[src/hw/dio_consts.vh]
// Constants for the direct I/O command unit.
`ifndef DIO_CONSTS_VH
`define DIO_CONSTS_VH
`define CHR_CLEAR_TP 8'h58
`define CHR_READ_IN 8'h4e
`define CHR_LOAD_MASK 8'h4c
`define CHR_REINIT 8'h42
`define CHR_TP_ON 8'h51
`define CHR_SLASH 8'h2f
`define CHR_LF 8'h0a
`define CLK_HZ 20000000
`define TICK_HZ 1000000
`define MS_US 1000
`define PULSE_US 4
`define SAMPLE_US 2
`define MASK_RST 4'h0
`endif

[src/hw/us_divider.v]
// Divider that makes the 1 MHz and 1 ms enable pulses.
`timescale 1ns/10ps
module us_divider #(
  parameter US_DIV = 20,
  parameter MS_DIV = 1000
) (
  input wire clk, // System clock.
  input wire rst_n, // Asynchronous reset, active low.
  output reg us_tick, // One-cycle pulse each microsecond.
  output reg ms_tick // One-cycle pulse each millisecond.
);
  reg [7:0] us_cnt_q;
  reg [15:0] ms_cnt_q;
  always @(posedge clk or negedge rst_n) begin
    if (!rst_n) begin
      us_cnt_q <= 8'h00;
      ms_cnt_q <= 16'h0000;
      us_tick <= 1'b0;
      ms_tick <= 1'b0;
    end else begin
      us_tick <= 1'b0;
      ms_tick <= 1'b0;
      if (us_cnt_q == US_DIV[7:0] - 8'h01) begin
        us_cnt_q <= 8'h00;
        us_tick <= 1'b1;
        if (ms_cnt_q == MS_DIV[15:0] - 16'h0001) begin
          ms_cnt_q <= 16'h0000;
          ms_tick <= 1'b1;
        end else begin
          ms_cnt_q <= ms_cnt_q + 16'h0001;
        end
      end else begin
        us_cnt_q <= us_cnt_q + 8'h01;
      end
    end
  end
endmodule

[src/hw/direct_io_command_unit.v]
// Direct I/O command interpreter with sync strobe and output pulses.
`timescale 1ns/10ps
`include "dio_consts.vh"
module direct_io_command_unit #(
  parameter PULSE_US = `PULSE_US,
  parameter SAMPLE_US = `SAMPLE_US
) (
  input wire clk, // 20 MHz clock.
  input wire rst_n, // Asynchronous reset, active low.
  input wire [7:0] port_wr_data, // Byte written to the byte transfer port.
  input wire port_wr, // Write strobe, one cycle.
  input wire port_rd, // Read strobe, one cycle.
  output reg [7:0] byte_transfer_port, // Output buffer contents.
  output reg buf_full, // Output buffer holds unread data.
  input wire [3:0] ext_input_lines, // External inputs, low is true.
  output reg [3:0] ext_output_lines, // External output pulses, high active.
  output reg sync_n, // Sync strobe, low during a pulse.
  input wire [3:0] timed_pulse_req, // Timed unit pulse requests per output line.
  output reg tp_active // Clock chip test point active.
);
  localparam US_DIV = `CLK_HZ / `TICK_HZ;
  // One-hot parser states: waiting for a command, skipping comment bytes, expecting the mask.
  localparam S_IDLE = 3'b001;
  localparam S_DELIM = 3'b010;
  localparam S_MASK = 3'b100;

  wire us_tick;
  wire ms_tick;
  reg [3:0] in_s1_q;
  reg [3:0] in_s2_q;
  reg [2:0] state_q;
  reg [2:0] state_d;
  reg [3:0] mask_q;
  reg [3:0] mask_d;
  reg tp_d;
  reg [3:0] dio_cnt_q;
  reg [3:0] dio_cnt_d;
  reg [3:0] ms_cnt_q;
  reg [3:0] ms_cnt_d;
  reg [3:0] timed_q;
  reg [3:0] timed_d;
  reg [3:0] timed_pend_q;
  reg [3:0] timed_pend_d;

  wire [3:0] line_on;
  wire [3:0] code_now;
  wire dio_busy = (dio_cnt_q != 4'h0);
  wire ms_busy = (ms_cnt_q != 4'h0);
  wire is_delim = (port_wr_data == `CHR_SLASH) || (port_wr_data == `CHR_LF);
  // A read request is honoured only as a command, never as a mask or comment byte.
  wire n_start = port_wr && (state_q == S_IDLE) && (port_wr_data == `CHR_READ_IN) && !dio_busy;
  wire sample_now = dio_busy && us_tick && (dio_cnt_q == SAMPLE_US[3:0]);

  us_divider #(.US_DIV(US_DIV), .MS_DIV(`MS_US)) u_div (
    .clk(clk),
    .rst_n(rst_n),
    .us_tick(us_tick),
    .ms_tick(ms_tick)
  );

  // Inputs come from pins, so they are synchronised before sampling. The flops reset to the
  // idle (high, false) level so a read just after reset does not report every line true.
  always @(posedge clk or negedge rst_n) begin
    if (!rst_n) begin
      in_s1_q <= 4'hf;
      in_s2_q <= 4'hf;
    end else begin
      in_s1_q <= ext_input_lines;
      in_s2_q <= in_s1_q;
    end
  end

  // Next-state decode of the command parser; one byte is taken per write strobe.
  always @* begin
    state_d = state_q;
    mask_d = mask_q;
    tp_d = tp_active;
    if (port_wr) begin
      case (state_q)
        S_IDLE: begin
          if (port_wr_data == `CHR_LOAD_MASK) begin
            state_d = S_DELIM;
          end else if (port_wr_data == `CHR_CLEAR_TP) begin
            tp_d = 1'b0;
          end else if (port_wr_data == `CHR_TP_ON) begin
            tp_d = 1'b1;
          end else if (port_wr_data == `CHR_REINIT) begin
            mask_d = `MASK_RST;
          end
        end
        S_DELIM: begin
          // Comment bytes are skipped until a delimiter arrives; a byte slipped in after
          // the delimiter would be taken as the mask, so the host must not send one.
          if (is_delim) begin
            state_d = S_MASK;
          end
        end
        S_MASK: begin
          // Any byte is the mask here, even a command letter or a delimiter.
          mask_d = port_wr_data[3:0];
          state_d = S_IDLE;
        end
        default: begin
          state_d = S_IDLE;
        end
      endcase
    end
  end

  // Command parser registers.
  always @(posedge clk or negedge rst_n) begin
    if (!rst_n) begin
      state_q <= S_IDLE;
      mask_q <= `MASK_RST;
      tp_active <= 1'b0;
    end else begin
      state_q <= state_d;
      mask_q <= mask_d;
      tp_active <= tp_d;
    end
  end

  // Direct I/O pulse: starts on the N byte, not aligned to the millisecond. A second N that
  // arrives while the pulse runs is dropped rather than stretching the pulse. The width is
  // counted in whole microsecond ticks, so it lasts between PULSE_US-1 and PULSE_US us.
  always @* begin
    dio_cnt_d = dio_cnt_q;
    if (n_start) begin
      dio_cnt_d = PULSE_US[3:0];
    end else if (dio_busy && us_tick) begin
      dio_cnt_d = dio_cnt_q - 4'h1;
    end
  end

  always @(posedge clk or negedge rst_n) begin
    if (!rst_n) begin
      dio_cnt_q <= 4'h0;
    end else begin
      dio_cnt_q <= dio_cnt_d;
    end
  end

  // Millisecond sync pulse and tick-aligned timed output pulses. Requests are held pending
  // until the next millisecond tick, so a short request is never lost between ticks.
  always @* begin
    ms_cnt_d = ms_cnt_q;
    timed_d = timed_q;
    timed_pend_d = timed_pend_q | timed_pulse_req;
    if (ms_tick) begin
      ms_cnt_d = PULSE_US[3:0];
      timed_d = timed_pend_q | timed_pulse_req;
      timed_pend_d = 4'h0;
    end else begin
      if (ms_busy && us_tick) begin
        ms_cnt_d = ms_cnt_q - 4'h1;
      end
      if (ms_cnt_q == 4'h1 && us_tick) begin
        timed_d = 4'h0;
      end
    end
  end

  always @(posedge clk or negedge rst_n) begin
    if (!rst_n) begin
      ms_cnt_q <= 4'h0;
      timed_q <= 4'h0;
      timed_pend_q <= 4'h0;
    end else begin
      ms_cnt_q <= ms_cnt_d;
      timed_q <= timed_d;
      timed_pend_q <= timed_pend_d;
    end
  end

  // One slice per output line: the line follows its mask bit during a direct pulse and its
  // timed request during the millisecond pulse. Input code bits are inverted per line here.
  genvar gi;
  generate
    for (gi = 0; gi < 4; gi = gi + 1) begin : g_line
      assign line_on[gi] = (dio_busy & mask_q[gi]) | timed_q[gi];
      assign code_now[gi] = ~in_s2_q[gi];
    end
  endgenerate

  // Output buffer: the sample is taken mid-pulse, while sync is low. A sample that lands in
  // the same cycle as a host read wins, so a fresh code is never thrown away unseen.
  always @(posedge clk or negedge rst_n) begin
    if (!rst_n) begin
      byte_transfer_port <= 8'h00;
      buf_full <= 1'b0;
      sync_n <= 1'b1;
      ext_output_lines <= 4'h0;
    end else begin
      sync_n <= !(dio_busy || ms_busy);
      ext_output_lines <= line_on;
      if (sample_now) begin
        byte_transfer_port <= {4'h0, code_now};
        buf_full <= 1'b1;
      end else if (port_rd) begin
        byte_transfer_port <= 8'h00;
        buf_full <= 1'b0;
      end
    end
  end
endmodule

[config.mk]
export PLATFORM = sky130hd
export DESIGN_NAME = direct_io_command_unit
export DESIGN_NICKNAME = d
export VERILOG_FILES = /design/src/hw/us_divider.v /design/src/hw/direct_io_command_unit.v
export VERILOG_INCLUDE_DIRS = /design/src /design/src/hw
export SDC_FILE = /design/constraint.sdc
export NUM_CORES = 1
export LEC_CHECK = 0
export BUFFER_PORTS_ARGS = -buffer_cell sky130_fd_sc_hd__buf_2
export CELL_PAD_IN_SITES_DETAIL_PLACEMENT = 1
export CELL_PAD_IN_SITES_GLOBAL_PLACEMENT = 2
export CORE_UTILIZATION = 30
export DETAILED_ROUTE_END_ITERATION = 6
export GPL_ROUTABILITY_DRIVEN = 0
export PLACE_DENSITY = 0.73
export SYNTH_ARGS = -nofsm -noshare
export SYNTH_HDL_FRONTEND = slang
export SYNTH_SLANG_ARGS = --single-unit
[constraint.sdc]
create_clock -name clk -period 4.8 [get_ports clk]
set_input_delay 0.24 -clock clk [delete_from_list [all_inputs] [get_ports clk]]
set_output_delay 0.24 -clock clk [all_outputs]
set_load 0.1 [all_outputs]
# Yosys cells after proc, flatten, opt, wreduce, memory -nomap -nowiden
# Cells that the tools add are included.
# W data, S select, Z words.
[word_totals] regBits=72 inputBits=20 out_inout_bits=15 wordCells=103
[op_classes] addsub=4 eq_ne=20 muxes=26 bitwise_logic=14 n_reduce_logical=22
[op_table] cell="$mux W4" n=11
[op_table] cell="$eq A8 B7 Y1 const B" n=5
[op_table] cell="$mux W8" n=3
[op_table] cell="$add A16 B1 Y16 const B" n=1
[op_table] cell="$eq A16 B10 Y1 const B" n=1
[op_table] cell="$mux W16" n=1
[op_table] cell="$reduce_bool A2 Y1" n=6
[op_table] cell="$add A8 B1 Y8 const B" n=1
[op_table] cell="$eq A8 B4 Y1 const B" n=1
[op_table] cell="$eq A8 B5 Y1 const B" n=1
[op_table] cell="$eq A8 B6 Y1 const B" n=1
[op_table] cell="$ne A2 B2 Y1 const B" n=4
[op_table] cell="$pmux W4 S2" n=1
[op_table] cell="$reduce_bool A4 Y1" n=2
[op_table] cell="$sub A4 B1 Y4 const B" n=2
[op_table] cell="$logic_and A1 B1 Y1" n=7
[op_table] cell="$mux W1" n=7
[op_table] cell="$mux W3" n=2
[op_table] cell="$pmux W3 S2" n=1
[op_table] cell="$reduce_and A6 Y1" n=1
[op_table] cell="$not A1 Y1" n=5
[op_table] cell="$and A1 B1 Y1" n=4
[op_table] cell="$eq A4 B1 Y1 const B" n=1
[op_table] cell="$eq A4 B2 Y1 const B" n=1
[op_table] cell="other kinds (10)" n=16

# Depth between registers and ports, before layout
# Gate-level depths: netlist of run 1.
[depth] ltp_word=6 depth_mapped=7 depth_no_buf=6

# By module
# Synthesis of run 1 repeated with hierarchy kept, for this count alone.
[unflattened] cells_unflattened=270 area_unflattened_um2=3128.0
[modules_own_cells] module="direct_io_command_unit" n_inst=1 cells_each=163 area_per_inst_um2=1898.1 seq_area_each_um2=1063.5
[modules_own_cells] module="us_divider" n_inst=1 cells_each=107 area_per_inst_um2=1229.9 seq_area_each_um2=650.6

# Worst setup path before layout of run 1
# OpenSTA, ideal clock, no wires.
[synth_path] kind="register to register" start="register u_div.us_cnt_q[0]" end="register u_div.ms_cnt_q[4]" setup_time_ns=0.124 arrival_time_ns=1.712 required_time_ns=4.676 slack_ns=2.965 stages_incl_launch_ff=7 n_path_buf=1 period_less_slack_ns=1.835 cell_sequence="dfrtp_1 > ha_1 > nand4bb_1 > or4_4 > buf_6 > or3_1 > xnor2_1"
[synth_via] elab_chain_len=1
[synth_rtl] item="start: declaration" line_no="us_divider.v:12" source="reg [7:0] us_cnt_q;"
[synth_rtl] item="start signal: assignment" line_no="us_divider.v:33" source="us_cnt_q <= us_cnt_q + 8'h01;"
[synth_rtl] item="$eq A8 B5 Y1" line_no="us_divider.v:23" source="if (us_cnt_q == US_DIV[7:0] - 8'h01) begin"
[synth_rtl] item="end signal: assignment" line_no="us_divider.v:30" source="ms_cnt_q <= ms_cnt_q + 16'h0001;"
[synth_rtl] item="end: declaration" line_no="us_divider.v:13" source="reg [15:0] ms_cnt_q;"
# No other way between the ends.
# A chain may end at the register's enable or synchronous reset.

# Worst setup path in the final report of run 1
[layout_path] start="register u_div.us_cnt_q[0]" end="register u_div.ms_cnt_q[9]"
# Same word-level chain as after synthesis.

==> results of run 1 <==
-- worst min path at each step --
stage,start,end,slack [ps]
2_1_floorplan,rst_n,buf_full$_DFFE_PN0P_,-60
3_3_place_gp,in_s1_q[1]$_DFF_PN1_,in_s2_q[1]$_DFF_PN1_,350
3_5_place_dp,ext_input_lines[2],in_s1_q[2]$_DFF_PN1_,350
4_1_cts,timed_pulse_req[1],timed_pend_q[1]$_DFF_PN0_,110
5_1_grt,timed_pulse_req[1],timed_pend_q[1]$_DFF_PN0_,120
6_report,rst_n,u_div.ms_cnt_q[14]$_DFFE_PN0P_,90
-- critical path: cells and delay by family (launching register included) --
| family | cells | cell delay, ps |
|---|---|---|
| DFF | 1 | 370 |
| AOI/OAI and AO/OA | 2 | 400 |
| and+or+nand+nor | 2 | 650 |
| adders and majority gates | 1 | 230 |
| buffers and inverters | 1 | 320 |
-- timing repair --
| action | CTS | global route |
|---|---|---|
| setup endpoints to repair | 0 | 0 |
| endpoints found under the hold margin | 4 | 0 |
| hold buffers | 4 | 0 |
| setup buffers | 0 | 0 |
-- cells in the mapped netlist (3+ instances only) --
cell type | n | area share (%)
a22o_1 | 8 | 2.3
clkbuf_1 | 4 | 0.50
nand4_1 | 5 | 1.0
nand3_1 | 15 | 2.5
nand2b_1 | 3 | 0.62
nor2_1 | 22 | 2.7
dfrtp_1 | 58 | 48
a31oi_1 | 3 | 0.62
inv_1 | 12 | 1.5
xor2_1 | 3 | 0.87
or4_4 | 3 | 1.1
o21ai_0 | 17 | 2.8
xnor2_1 | 13 | 3.8
nand3b_1 | 5 | 1.2
dfstp_2 | 10 | 8.7
or3_1 | 3 | 0.62
a21o_1 | 4 | 1.0
ha_1 | 6 | 2.5
o2bb2ai_1 | 3 | 0.87
buf_4 | 4 | 1.0
nand2_1 | 21 | 2.6
nor3_1 | 9 | 1.5
a21oi_1 | 9 | 1.5
and3_1 | 4 | 0.83
-- metal layers --
layer	part of all wire, %	vias to the layer above	track usage, %
met5	0	-	0
met2	45	30	19.62
met1	49	1056	18.16
met3	3.0	13	2.873
li1	-	1049	-
met4	2.2	0	6.264
-- final cells by class --
| cell class | count | area (µm²) | share of cell area (%) |
|---|---|---|---|
| sequential | 68 | 1714 | 48.60 |
| clock buffer | 14 | 162.7 | 4.612 |
| inverter | 12 | 45.04 | 1.277 |
| multi-input combinational | 189 | 1206 | 34.20 |
| timing repair buffer | 35 | 197.7 | 5.605 |
| tap | 133 | 166.4 | 4.718 |
| clock inverter | 2 | 35.03 | 0.9933 |
-- kinds of logic after synthesis --
family,count (synthesis)
flops,68
mux,2
buf+inv,22
simple gates,110
other cells,1
compound gates,51
xor+xnor,16
fa+ha+maj,6
-- power by group through the flow --
stage / registers, mW / clock network [mW] / logic, mW
after CTS: 0.583 / 0.501 / 0.0493
final: 0.583 / 0.480 / 0.0479
after global placement: 0.594 / 0 / 0.0464
after detailed placement: 0.594 / 0 / 0.0464
after global routing: 0.584 / 0.525 / 0.0528
after floorplan: 0.594 / 0 / 0.0235
==> impl_metrics.csv, run 1 <==
group,metric,value,unit
cts,clk_pin_slew_worst_paths,70,ps
final_layout,final_common_cell,"dfrtp_1",
cts,clkLatencyLatePin,350,ps
sta,final_min_period_over_clock_period,43.16,%
placed_design,placed_cells,433,
worst_setup_path,worstSetupStartpoint,"u_div.us_cnt_q[0]$_DFF_PN0_",
synth,ys_ff_latch,68,
final_layout,insertedDiodeCount,0,
final_layout,largest-register,"u_div.ms_cnt_q",
cts,cts-buffers-inserted,9,
power,leak_pwr,1.486,nW
synth,synthesis.area,3015,µm²
synth,ys_types,48,
power,p_switching,0.2495,mW
routing,viasPerCell,4.742,
final_layout,layout.filler_cells,1124,
sta,hold_viol,0,
cts,clock_tree.buffer_depth,2,
power,sequential_power_share,52.5,%
synth,postSynth.asyncResetShare,100.0,%
sta,max_slew_margin,41.87,%
global_route,number_of_antenna_violations_at_the_first_check_in_global_routing,0,
sta,fmax,482.7,MHz
power,report.power.total,1.112,mW
routing,drt_pre_antenna_iters,4,
placed_design,placement.setup.worst_slack,2697,ps
cts,numClockSinks,68,
routing,routed_wire_length_per_instance,13.68,µm
routing,drc,0,
final_layout,fin_area,3527,µm²
synth,synth_sequential_area_ratio,56.85,%
cts,tritoncts,"done",
sta,hold_ws,86.27,ps
worst_setup_path,timing.critical_path.slowest_cell_delay,510,ps
power,worst_ir_drop_on_vdd,131.8,µV
synth,simple_logic_cell_fraction_of_the_synthesized_area,20.58,%
floorplan,initial_core_util,30.85,%
final_layout,largest_register_ff_count,16,
synth,dominantRegCellSynth,"dfrtp_1",
power,p_per_area,315.2,nW/µm²
power,power_frac_comb,4.3,%
routing,drt_iter0_drc,77,
global_route,grt_first_pass_wirelength,10470,µm
synth,synth_edf_count,0,
final_layout,instances_no_fill,453,
worst_setup_path,master_of_the_slowest_instance_on_the_critical_path,"or4_4",
worst_setup_path,endpoint,"u_div.ms_cnt_q[9]$_DFFE_PN0P_",
sta,worst_slew_pin_slew,872.0,ps
final_layout,reg_top3,"u_div.ms_cnt_q: 16 flops, u_div.us_cnt_q: 8 flops",
placed_design,final_hpwl_dp,4298,µm
synth,main_combinational_cell_family_by_area_after_synthesis,"simple AND/OR/NAND/NOR gates",
worst_setup_path,timing.reg2reg.worst_path_depth,6,
floorplan,floorplan.die_area,10460,µm²
routing,ant_nets,0,
synth,synthesis.instances,276,
sta,finalSetupViolCount,0,
sta,finalWorstSetupSlack,2728,ps
worst_setup_path,timing.critical_path.fanout_max,13,
synth,ys.warnings.count,0,
synth,avg_inst_size_synth,10.93,µm²
power,share_clk_of_total_power,43.2,%
synth,synth_compound_gate_area_share,11.04,%
worst_setup_path,worst-r2r-setup-slack,2730,ps
final_layout,final_core_utilization,36.09,%
min_path,hold_path_class,"in2async",
worst_setup_path,worstPathCellList,"ha_1 > nand4bb_1 > or4_4 > inv_1 > o21ai_0 > a22o_1",
worst_setup_path,rr_startpoint,"u_div.us_cnt_q[0]$_DFF_PN0_",
routing,totalWireLength,6197,µm
power,power.internal,0.8621,mW
worst_setup_path,r2r-end,"u_div.ms_cnt_q[9]$_DFFE_PN0P_",
synth,synth.area.mux_share,0.7469,%
power,switching_fraction_of_total_power,22.45,%
worst_setup_path,timing.critical_path.required,5040,ps
global_route,pin_count_of_the_biggest_net_entering_global_routing,69,
final_layout,finish.net_count,341,
worst_setup_path,cp.arrival,2310,ps
floorplan,die_width,102.3,µm
run,max-cap-violations,0,
floorplan,die_height,102.3,µm
cts,cts.repair.resized,0,
sta,drv_slew,0,
synth,post_synth_xor_area_fraction,4.647,%
placed_design,placement.cell_area,3289,µm²
worst_setup_path,criticalPathCategory,"reg2reg",
cts,cts.htree.levels,3,
final_layout,drive_gt1_share,21.25,%
final_layout,area_growth_syn_to_layout,16.97,%
worst_setup_path,critPathLaunchType,"flip-flop",
sta,accumulated_negative_setup_slack,0,ps
sta,final_period_minus_worst_setup_slack,2072,ps
synth,post_synth_fa_ha_maj_area_fraction,2.490,%
sta,grt_setup_unrepaired,"false",
floorplan,rows,36,
global_route,via_count_of_the_first_global_routing_pass,2122,
final_layout,layout_common_cells,"58 x dfrtp_1, 30 x buf_2, 22 x nor2_1",
routing,route.vias.total,2148,
cts,clock-root-buffer,"clkbuf_8",
run_status,status,"finished, final reports clean",
sta,clock-skew-final,13.56,ps
floorplan,io_pins,35,
global_route,overflow,0,
worst_setup_path,setup.worst_path.end_class,"flip-flop",
placed_design,portBuffers,30,
floorplan,core_area,9774,µm²
global_route,grtUsageTotal,13.16,%
No activity file was read; power rests on OpenSTA's default activity.
==> inputs of run 2 (changes only) <==
clock period = 2.05 ns   (was 4.8 ns; I/O delays follow)
==> impl_metrics.csv, run 2 (same netlist as run 1, synthesis figures left out) <==
group,metric,value,unit
worst_setup_path,setup.worst_path.end_class,"flip-flop",
worst_setup_path,worst-r2r-setup-slack,110,ps
global_route,pin_count_of_the_biggest_net_entering_global_routing,69,
floorplan,rows,36,
placed_design,portBuffers,30,
run,max-cap-violations,0,
routing,totalWireLength,6233,µm
cts,cts.htree.levels,3,
sta,accumulated_negative_setup_slack,0,ps
sta,grt_setup_unrepaired,"false",
sta,drv_slew,0,
final_layout,layout.filler_cells,1119,
global_route,grt_first_pass_wirelength,11070,µm
worst_setup_path,timing.critical_path.fanout_max,4,
cts,tritoncts,"done",
power,leak_pwr,1.561,nW
sta,final_min_period_over_clock_period,94.82,%
final_layout,area_growth_syn_to_layout,21.95,%
power,report.power.total,2.604,mW
worst_setup_path,timing.critical_path.required,2270,ps
power,worst_ir_drop_on_vdd,256.3,µV
final_layout,largest-register,"u_div.ms_cnt_q",
worst_setup_path,critPathLaunchType,"flip-flop",
sta,finalSetupViolCount,0,
sta,final_period_minus_worst_setup_slack,1944,ps
sta,hold_ws,49.45,ps
placed_design,final_hpwl_dp,4328,µm
sta,finalWorstSetupSlack,106.2,ps
floorplan,die_height,102.3,µm
worst_setup_path,timing.reg2reg.worst_path_depth,4,
final_layout,finish.net_count,357,
placed_design,placement.setup.worst_slack,153.6,ps
cts,numClockSinks,68,
global_route,overflow,0,
global_route,number_of_antenna_violations_at_the_first_check_in_global_routing,0,
cts,clk_pin_slew_worst_paths,80,ps
power,sequential_power_share,52.4,%
power,power.internal,1.967,mW
power,power_frac_comb,4.8,%
routing,route.vias.total,2199,
min_path,hold_path_class,"in2reg",
power,share_clk_of_total_power,42.8,%
cts,clkLatencyLatePin,340,ps
floorplan,core_area,9774,µm²
worst_setup_path,cp.arrival,2160,ps
final_layout,insertedDiodeCount,0,
floorplan,initial_core_util,30.85,%
floorplan,floorplan.die_area,10460,µm²
cts,clock_tree.buffer_depth,2,
power,p_switching,0.6366,mW
sta,hold_viol,0,
worst_setup_path,criticalPathCategory,"reg2reg",
final_layout,layout_common_cells,"58 x dfrtp_1, 30 x buf_2, 22 x nor2_1",
floorplan,die_width,102.3,µm
final_layout,final_common_cell,"dfrtp_1",
min_path,min_to,"tp_active$_DFFE_PN0P_",
final_layout,largest_register_ff_count,16,
sta,clock-skew-final,10.16,ps
routing,routed_wire_length_per_instance,13.29,µm
floorplan,io_pins,35,
routing,drc,0,
global_route,grtUsageTotal,13.66,%
min_path,timing.hold.worst_path_depth,3,
min_path,timing.hold.worst.start,"port_wr_data[0]",
routing,viasPerCell,4.689,
final_layout,drive_gt1_share,24.40,%
worst_setup_path,rr_startpoint,"u_div.ms_cnt_q[12]$_DFFE_PN0P_",
routing,ant_nets,0,
final_layout,reg_top3,"u_div.ms_cnt_q: 16 flops, u_div.us_cnt_q: 8 flops",
power,p_per_area,708.1,nW/µm²
power,switching_fraction_of_total_power,24.45,%
run_status,status,"finished, final reports clean",
global_route,via_count_of_the_first_global_routing_pass,2271,
worst_setup_path,r2r-end,"u_div.ms_cnt_q[7]$_DFFE_PN0P_",
cts,cts-buffers-inserted,9,
cts,clock-root-buffer,"clkbuf_8",
routing,drt_iter0_drc,53,
sta,fmax,514.5,MHz
routing,drt_pre_antenna_iters,3,
run 2: cell count changes in the layout (fill, tap and decap cells not counted), sizes merged:
cell and delta:
inv +1, clkinv +2, clkbuf -5, clkinvlp +2
dlygate4sd3 +6, buf +10
run 2: repair_timing:
| action | 4_1_cts | 5_1_grt |
|---|---|---|
| hold buffers | 10 | 0 |
| endpoints found under the hold margin | 71 | 0 |
| setup endpoints to repair | 0 | 1 |
| gates resized for setup | 0 | 1 |
| setup buffers | 0 | 0 |
run 2: how the worst max path moves through the flow:
| stage | startpoint | to | slack [ps] | cells past startpoint |
|---|---|---|---|---|
| finish | u_div.ms_cnt_q[12]$_DFFE_PN0P_ | u_div.ms_cnt_q[7]$_DFFE_PN0P_ | 110 | 4 |
| global route | u_div.us_cnt_q[0]$_DFF_PN0_ | u_div.ms_cnt_q[8]$_DFFE_PN0P_ | 7 | 6 |
| CTS | u_div.ms_cnt_q[12]$_DFFE_PN0P_ | u_div.ms_cnt_q[7]$_DFFE_PN0P_ | 100 | 4 |
| detailed placement | u_div.ms_cnt_q[12]$_DFFE_PN0P_ | u_div.ms_cnt_q[7]$_DFFE_PN0P_ | 150 | 4 |
| global placement | u_div.us_cnt_q[0]$_DFF_PN0_ | u_div.ms_cnt_q[13]$_DFFE_PN0P_ | 210 | 7 |
| floorplan | u_div.us_cnt_q[0]$_DFF_PN0_ | u_div.ms_cnt_q[4]$_DFFE_PN0P_ | 210 | 6 |
run 2: metrics by stage:
stage / util [%] / std cells / cell area (µm²)
floorplan: - / 279 / 3027
global placement: 34.55 / 443 / 3377
detailed placement: 34.55 / 443 / 3377
CTS: 37.62 / 469 / 3677
global route: 37.62 / 469 / 3677
finish: 37.62 / 469 / 3677
run 2: final cells by class:
class | count | area, µm² | share of cell area [%]
clock inverter | 7 | 76.32 | 2.076
tap | 133 | 166.4 | 4.525
clock buffer | 9 | 123.9 | 3.368
inverter | 12 | 45.04 | 1.225
timing repair buffer | 51 | 345.3 | 9.391
sequential | 68 | 1714 | 46.61
multi-input combinational | 189 | 1206 | 32.80
run 2: power by group through the flow:
| stage | sequential (mW) | clock [mW] | combinational, mW |
|---|---|---|---|
| floorplan | 1.39 | 0 | 0.0550 |
| global placement | 1.39 | 0 | 0.113 |
| detailed placement | 1.39 | 0 | 0.112 |
| CTS | 1.37 | 1.17 | 0.128 |
| global route | 1.37 | 1.20 | 0.138 |
| finish | 1.37 | 1.11 | 0.124 |
run 2: metal layers:
metal	share of wire, %	global-route usage, %	wire [µm]
met1	51	18.48	3155
met2	45	21.42	2826
met3	2.4	3.078	151
met4	1.6	4.945	100
met5	0	0	0
run 2: worst max-delay path, stage by stage (launching register included):
cell and delay (ps):
dfrtp_1 420, or4_4 570, or4_4 550, a21oi_1 180
o2bb2ai_1 110
==> inputs of run 3 (changes only) <==
CORE_UTILIZATION = 38   (was 30)
GPL_TIMING_DRIVEN = 0   (was default)
PLACE_DENSITY = 0.88   (was 0.73)
==> impl_metrics.csv, run 3 (same netlist as run 1, synthesis figures left out) <==
group,metric,value,unit
run_status,status,"finished, final reports clean",
floorplan,die_height,91.08,µm
cts,clkLatencyLatePin,350,ps
routing,route.vias.total,2231,
power,p_per_area,702.8,nW/µm²
run,max-cap-violations,0,
sta,clock-skew-final,9.208,ps
routing,ant_nets,0,
sta,max_slew_margin,44.60,%
power,p_switching,0.5920,mW
final_layout,area_growth_syn_to_layout,19.09,%
final_layout,multiInputGateArea,1219,µm²
cts,clock_tree.buffer_depth,2,
global_route,pin_count_of_the_biggest_net_entering_global_routing,69,
routing,drt_iter0_drc,60,
floorplan,die_width,91.08,µm
global_route,number_of_antenna_violations_at_the_first_check_in_global_routing,0,
sta,finalWorstSetupSlack,88.89,ps
placed_design,placement.setup.worst_slack,60.41,ps
placed_design,final_hpwl_dp,4331,µm
power,sequential_power_share,54.1,%
sta,grt_setup_unrepaired,"false",
power,worst_ir_drop_on_vdd,275.9,µV
worst_setup_path,setup.worst_path.end_class,"flip-flop",
final_layout,reg_top3,"u_div.ms_cnt_q: 16 flops, u_div.us_cnt_q: 8 flops",
sta,final_min_period_over_clock_period,95.66,%
sta,drv_slew,0,
cts,numClockSinks,68,
global_route,overflow,0,
sta,hold_ws,24.44,ps
global_route,via_count_of_the_first_global_routing_pass,2353,
final_layout,sequential_cell_area,1714,µm²
sta,final_period_minus_worst_setup_slack,1961,ps
power,leak_pwr,1.535,nW
final_layout,drive_gt1_share,22.89,%
sta,hold_viol,0,
final_layout,finish.net_count,353,
power,power_frac_comb,4.9,%
worst_setup_path,timing.critical_path.required,2290,ps
floorplan,rows,32,
routing,drc,0,
final_layout,insertedDiodeCount,0,
routing,routed_wire_length_per_instance,14.27,µm
worst_setup_path,criticalPathCategory,"reg2reg",
floorplan,io_pins,35,
global_route,grtUsageTotal,17.31,%
cts,clock-root-buffer,"clkbuf_8",
cts,cts.htree.levels,3,
floorplan,floorplan.die_area,8296,µm²
final_layout,layout.filler_cells,887,
worst_setup_path,critPathLaunchType,"flip-flop",
cts,tritoncts,"done",
sta,fmax,509.9,MHz
routing,totalWireLength,6192,µm
power,switching_fraction_of_total_power,23.46,%
global_route,grt_first_pass_wirelength,11250,µm
cts,cts-buffers-inserted,9,
sta,finalSetupViolCount,0,
routing,viasPerCell,5.141,
final_layout,final_common_cell,"dfrtp_1",
final_layout,largest-register,"u_div.ms_cnt_q",
floorplan,core_area,7687,µm²
final_layout,largest_register_ff_count,16,
power,power.internal,1.932,mW
sta,accumulated_negative_setup_slack,0,ps
routing,drt_pre_antenna_iters,4,
sta,worst_slew_pin_slew,831.0,ps
worst_setup_path,timing.critical_path.fanout_max,6,
placed_design,portBuffers,29,
final_layout,layout_common_cells,"58 x dfrtp_1, 28 x buf_2, 22 x nor2_1",
power,share_clk_of_total_power,41.0,%
worst_setup_path,cp.arrival,2200,ps
floorplan,initial_core_util,39.23,%
min_path,hold_path_class,"in2reg",
cts,clk_pin_slew_worst_paths,70,ps
run 3: cell count changes in the layout (fill, tap and decap cells not counted), sizes merged:
cell	change
buf	-6
bufinv	-1
clkbuf	+6
clkinvlp	-1
dlygate4sd3	-1
inv	-1
run 3: critical path, stage by stage, from the launching register on:
cell,delay (ps)
dfstp_2,570
or4b_1,500
nor3_2,350
a21oi_1,210
a22o_1,230
run 3: worst paths after layout:
path / startpoint / endpoint / slack [ps] / cells past startpoint
worst max-delay path: state_q[0]$_DFFE_PN1P_ / mask_q[3]$_DFFE_PN0P_ / 90 / 4
worst min-delay path: port_rd / buf_full$_DFFE_PN0P_ / 20 / 2
worst max register to register: state_q[0]$_DFFE_PN1P_ / mask_q[3]$_DFFE_PN0P_ / 90 / 4
worst min register to register: in_s1_q[3]$_DFF_PN1_ / in_s2_q[3]$_DFF_PN1_ / 360 / 0
max in group asynchronous: rst_n / u_div.ms_cnt_q[9]$_DFFE_PN0P_ / 1110 / 2
min in group asynchronous: rst_n / u_div.us_cnt_q[5]$_DFF_PN0_ / 400 / 2
run 3: through the flow:
stage | std cells | utilization [%] | total power, mW | area (µm²)
6_report | 434 | 46.71 | 2.524 | 3591
5_1_grt | 434 | 46.71 | 2.633 | 3591
4_1_cts | 435 | 46.57 | 2.570 | 3580
3_5_place_dp | 410 | 42.95 | 1.503 | 3302
3_3_place_gp | 410 | 42.92 | 1.501 | 3299
2_1_floorplan | 279 | - | 1.445 | 3027
run 3: layout make-up:
cell class / instances / area share (%)
Timing Repair Buffer: 38 / 6.620
Inverter: 12 / 1.254
Tap cell: 102 / 3.554
Buffer: 9 / 1.672
Multi-Input combinational cell: 189 / 33.94
Clock inverter: 4 / 0.6272
Sequential cell: 68 / 47.74
Clock buffer: 12 / 4.599
run 3: what timing repair did:
action                     CTS  global route
hold endpoints to repair    68             0
hold buffers                 9             0
setup endpoints to repair    0             9
setup buffers                0             0
resized for setup            0             4
run 3: routing by layer:
metal	share of wire, %	track usage, %	vias up
li1	-	-	1072
met1	49	22.95	1123
met2	47	26.96	26
met3	2.7	3.769	10
met4	1.3	8.333	0
met5	0	0	-
run 3: power by group through the flow:
| stage | logic [mW] | registers, mW | clock network, mW |
|---|---|---|---|
| final | 0.123 | 1.37 | 1.03 |
| after global routing | 0.137 | 1.37 | 1.13 |
| after CTS | 0.126 | 1.37 | 1.08 |
| after detailed placement | 0.112 | 1.39 | 0 |
| after global placement | 0.111 | 1.39 | 0 |
| after floorplan | 0.0550 | 1.39 | 0 |
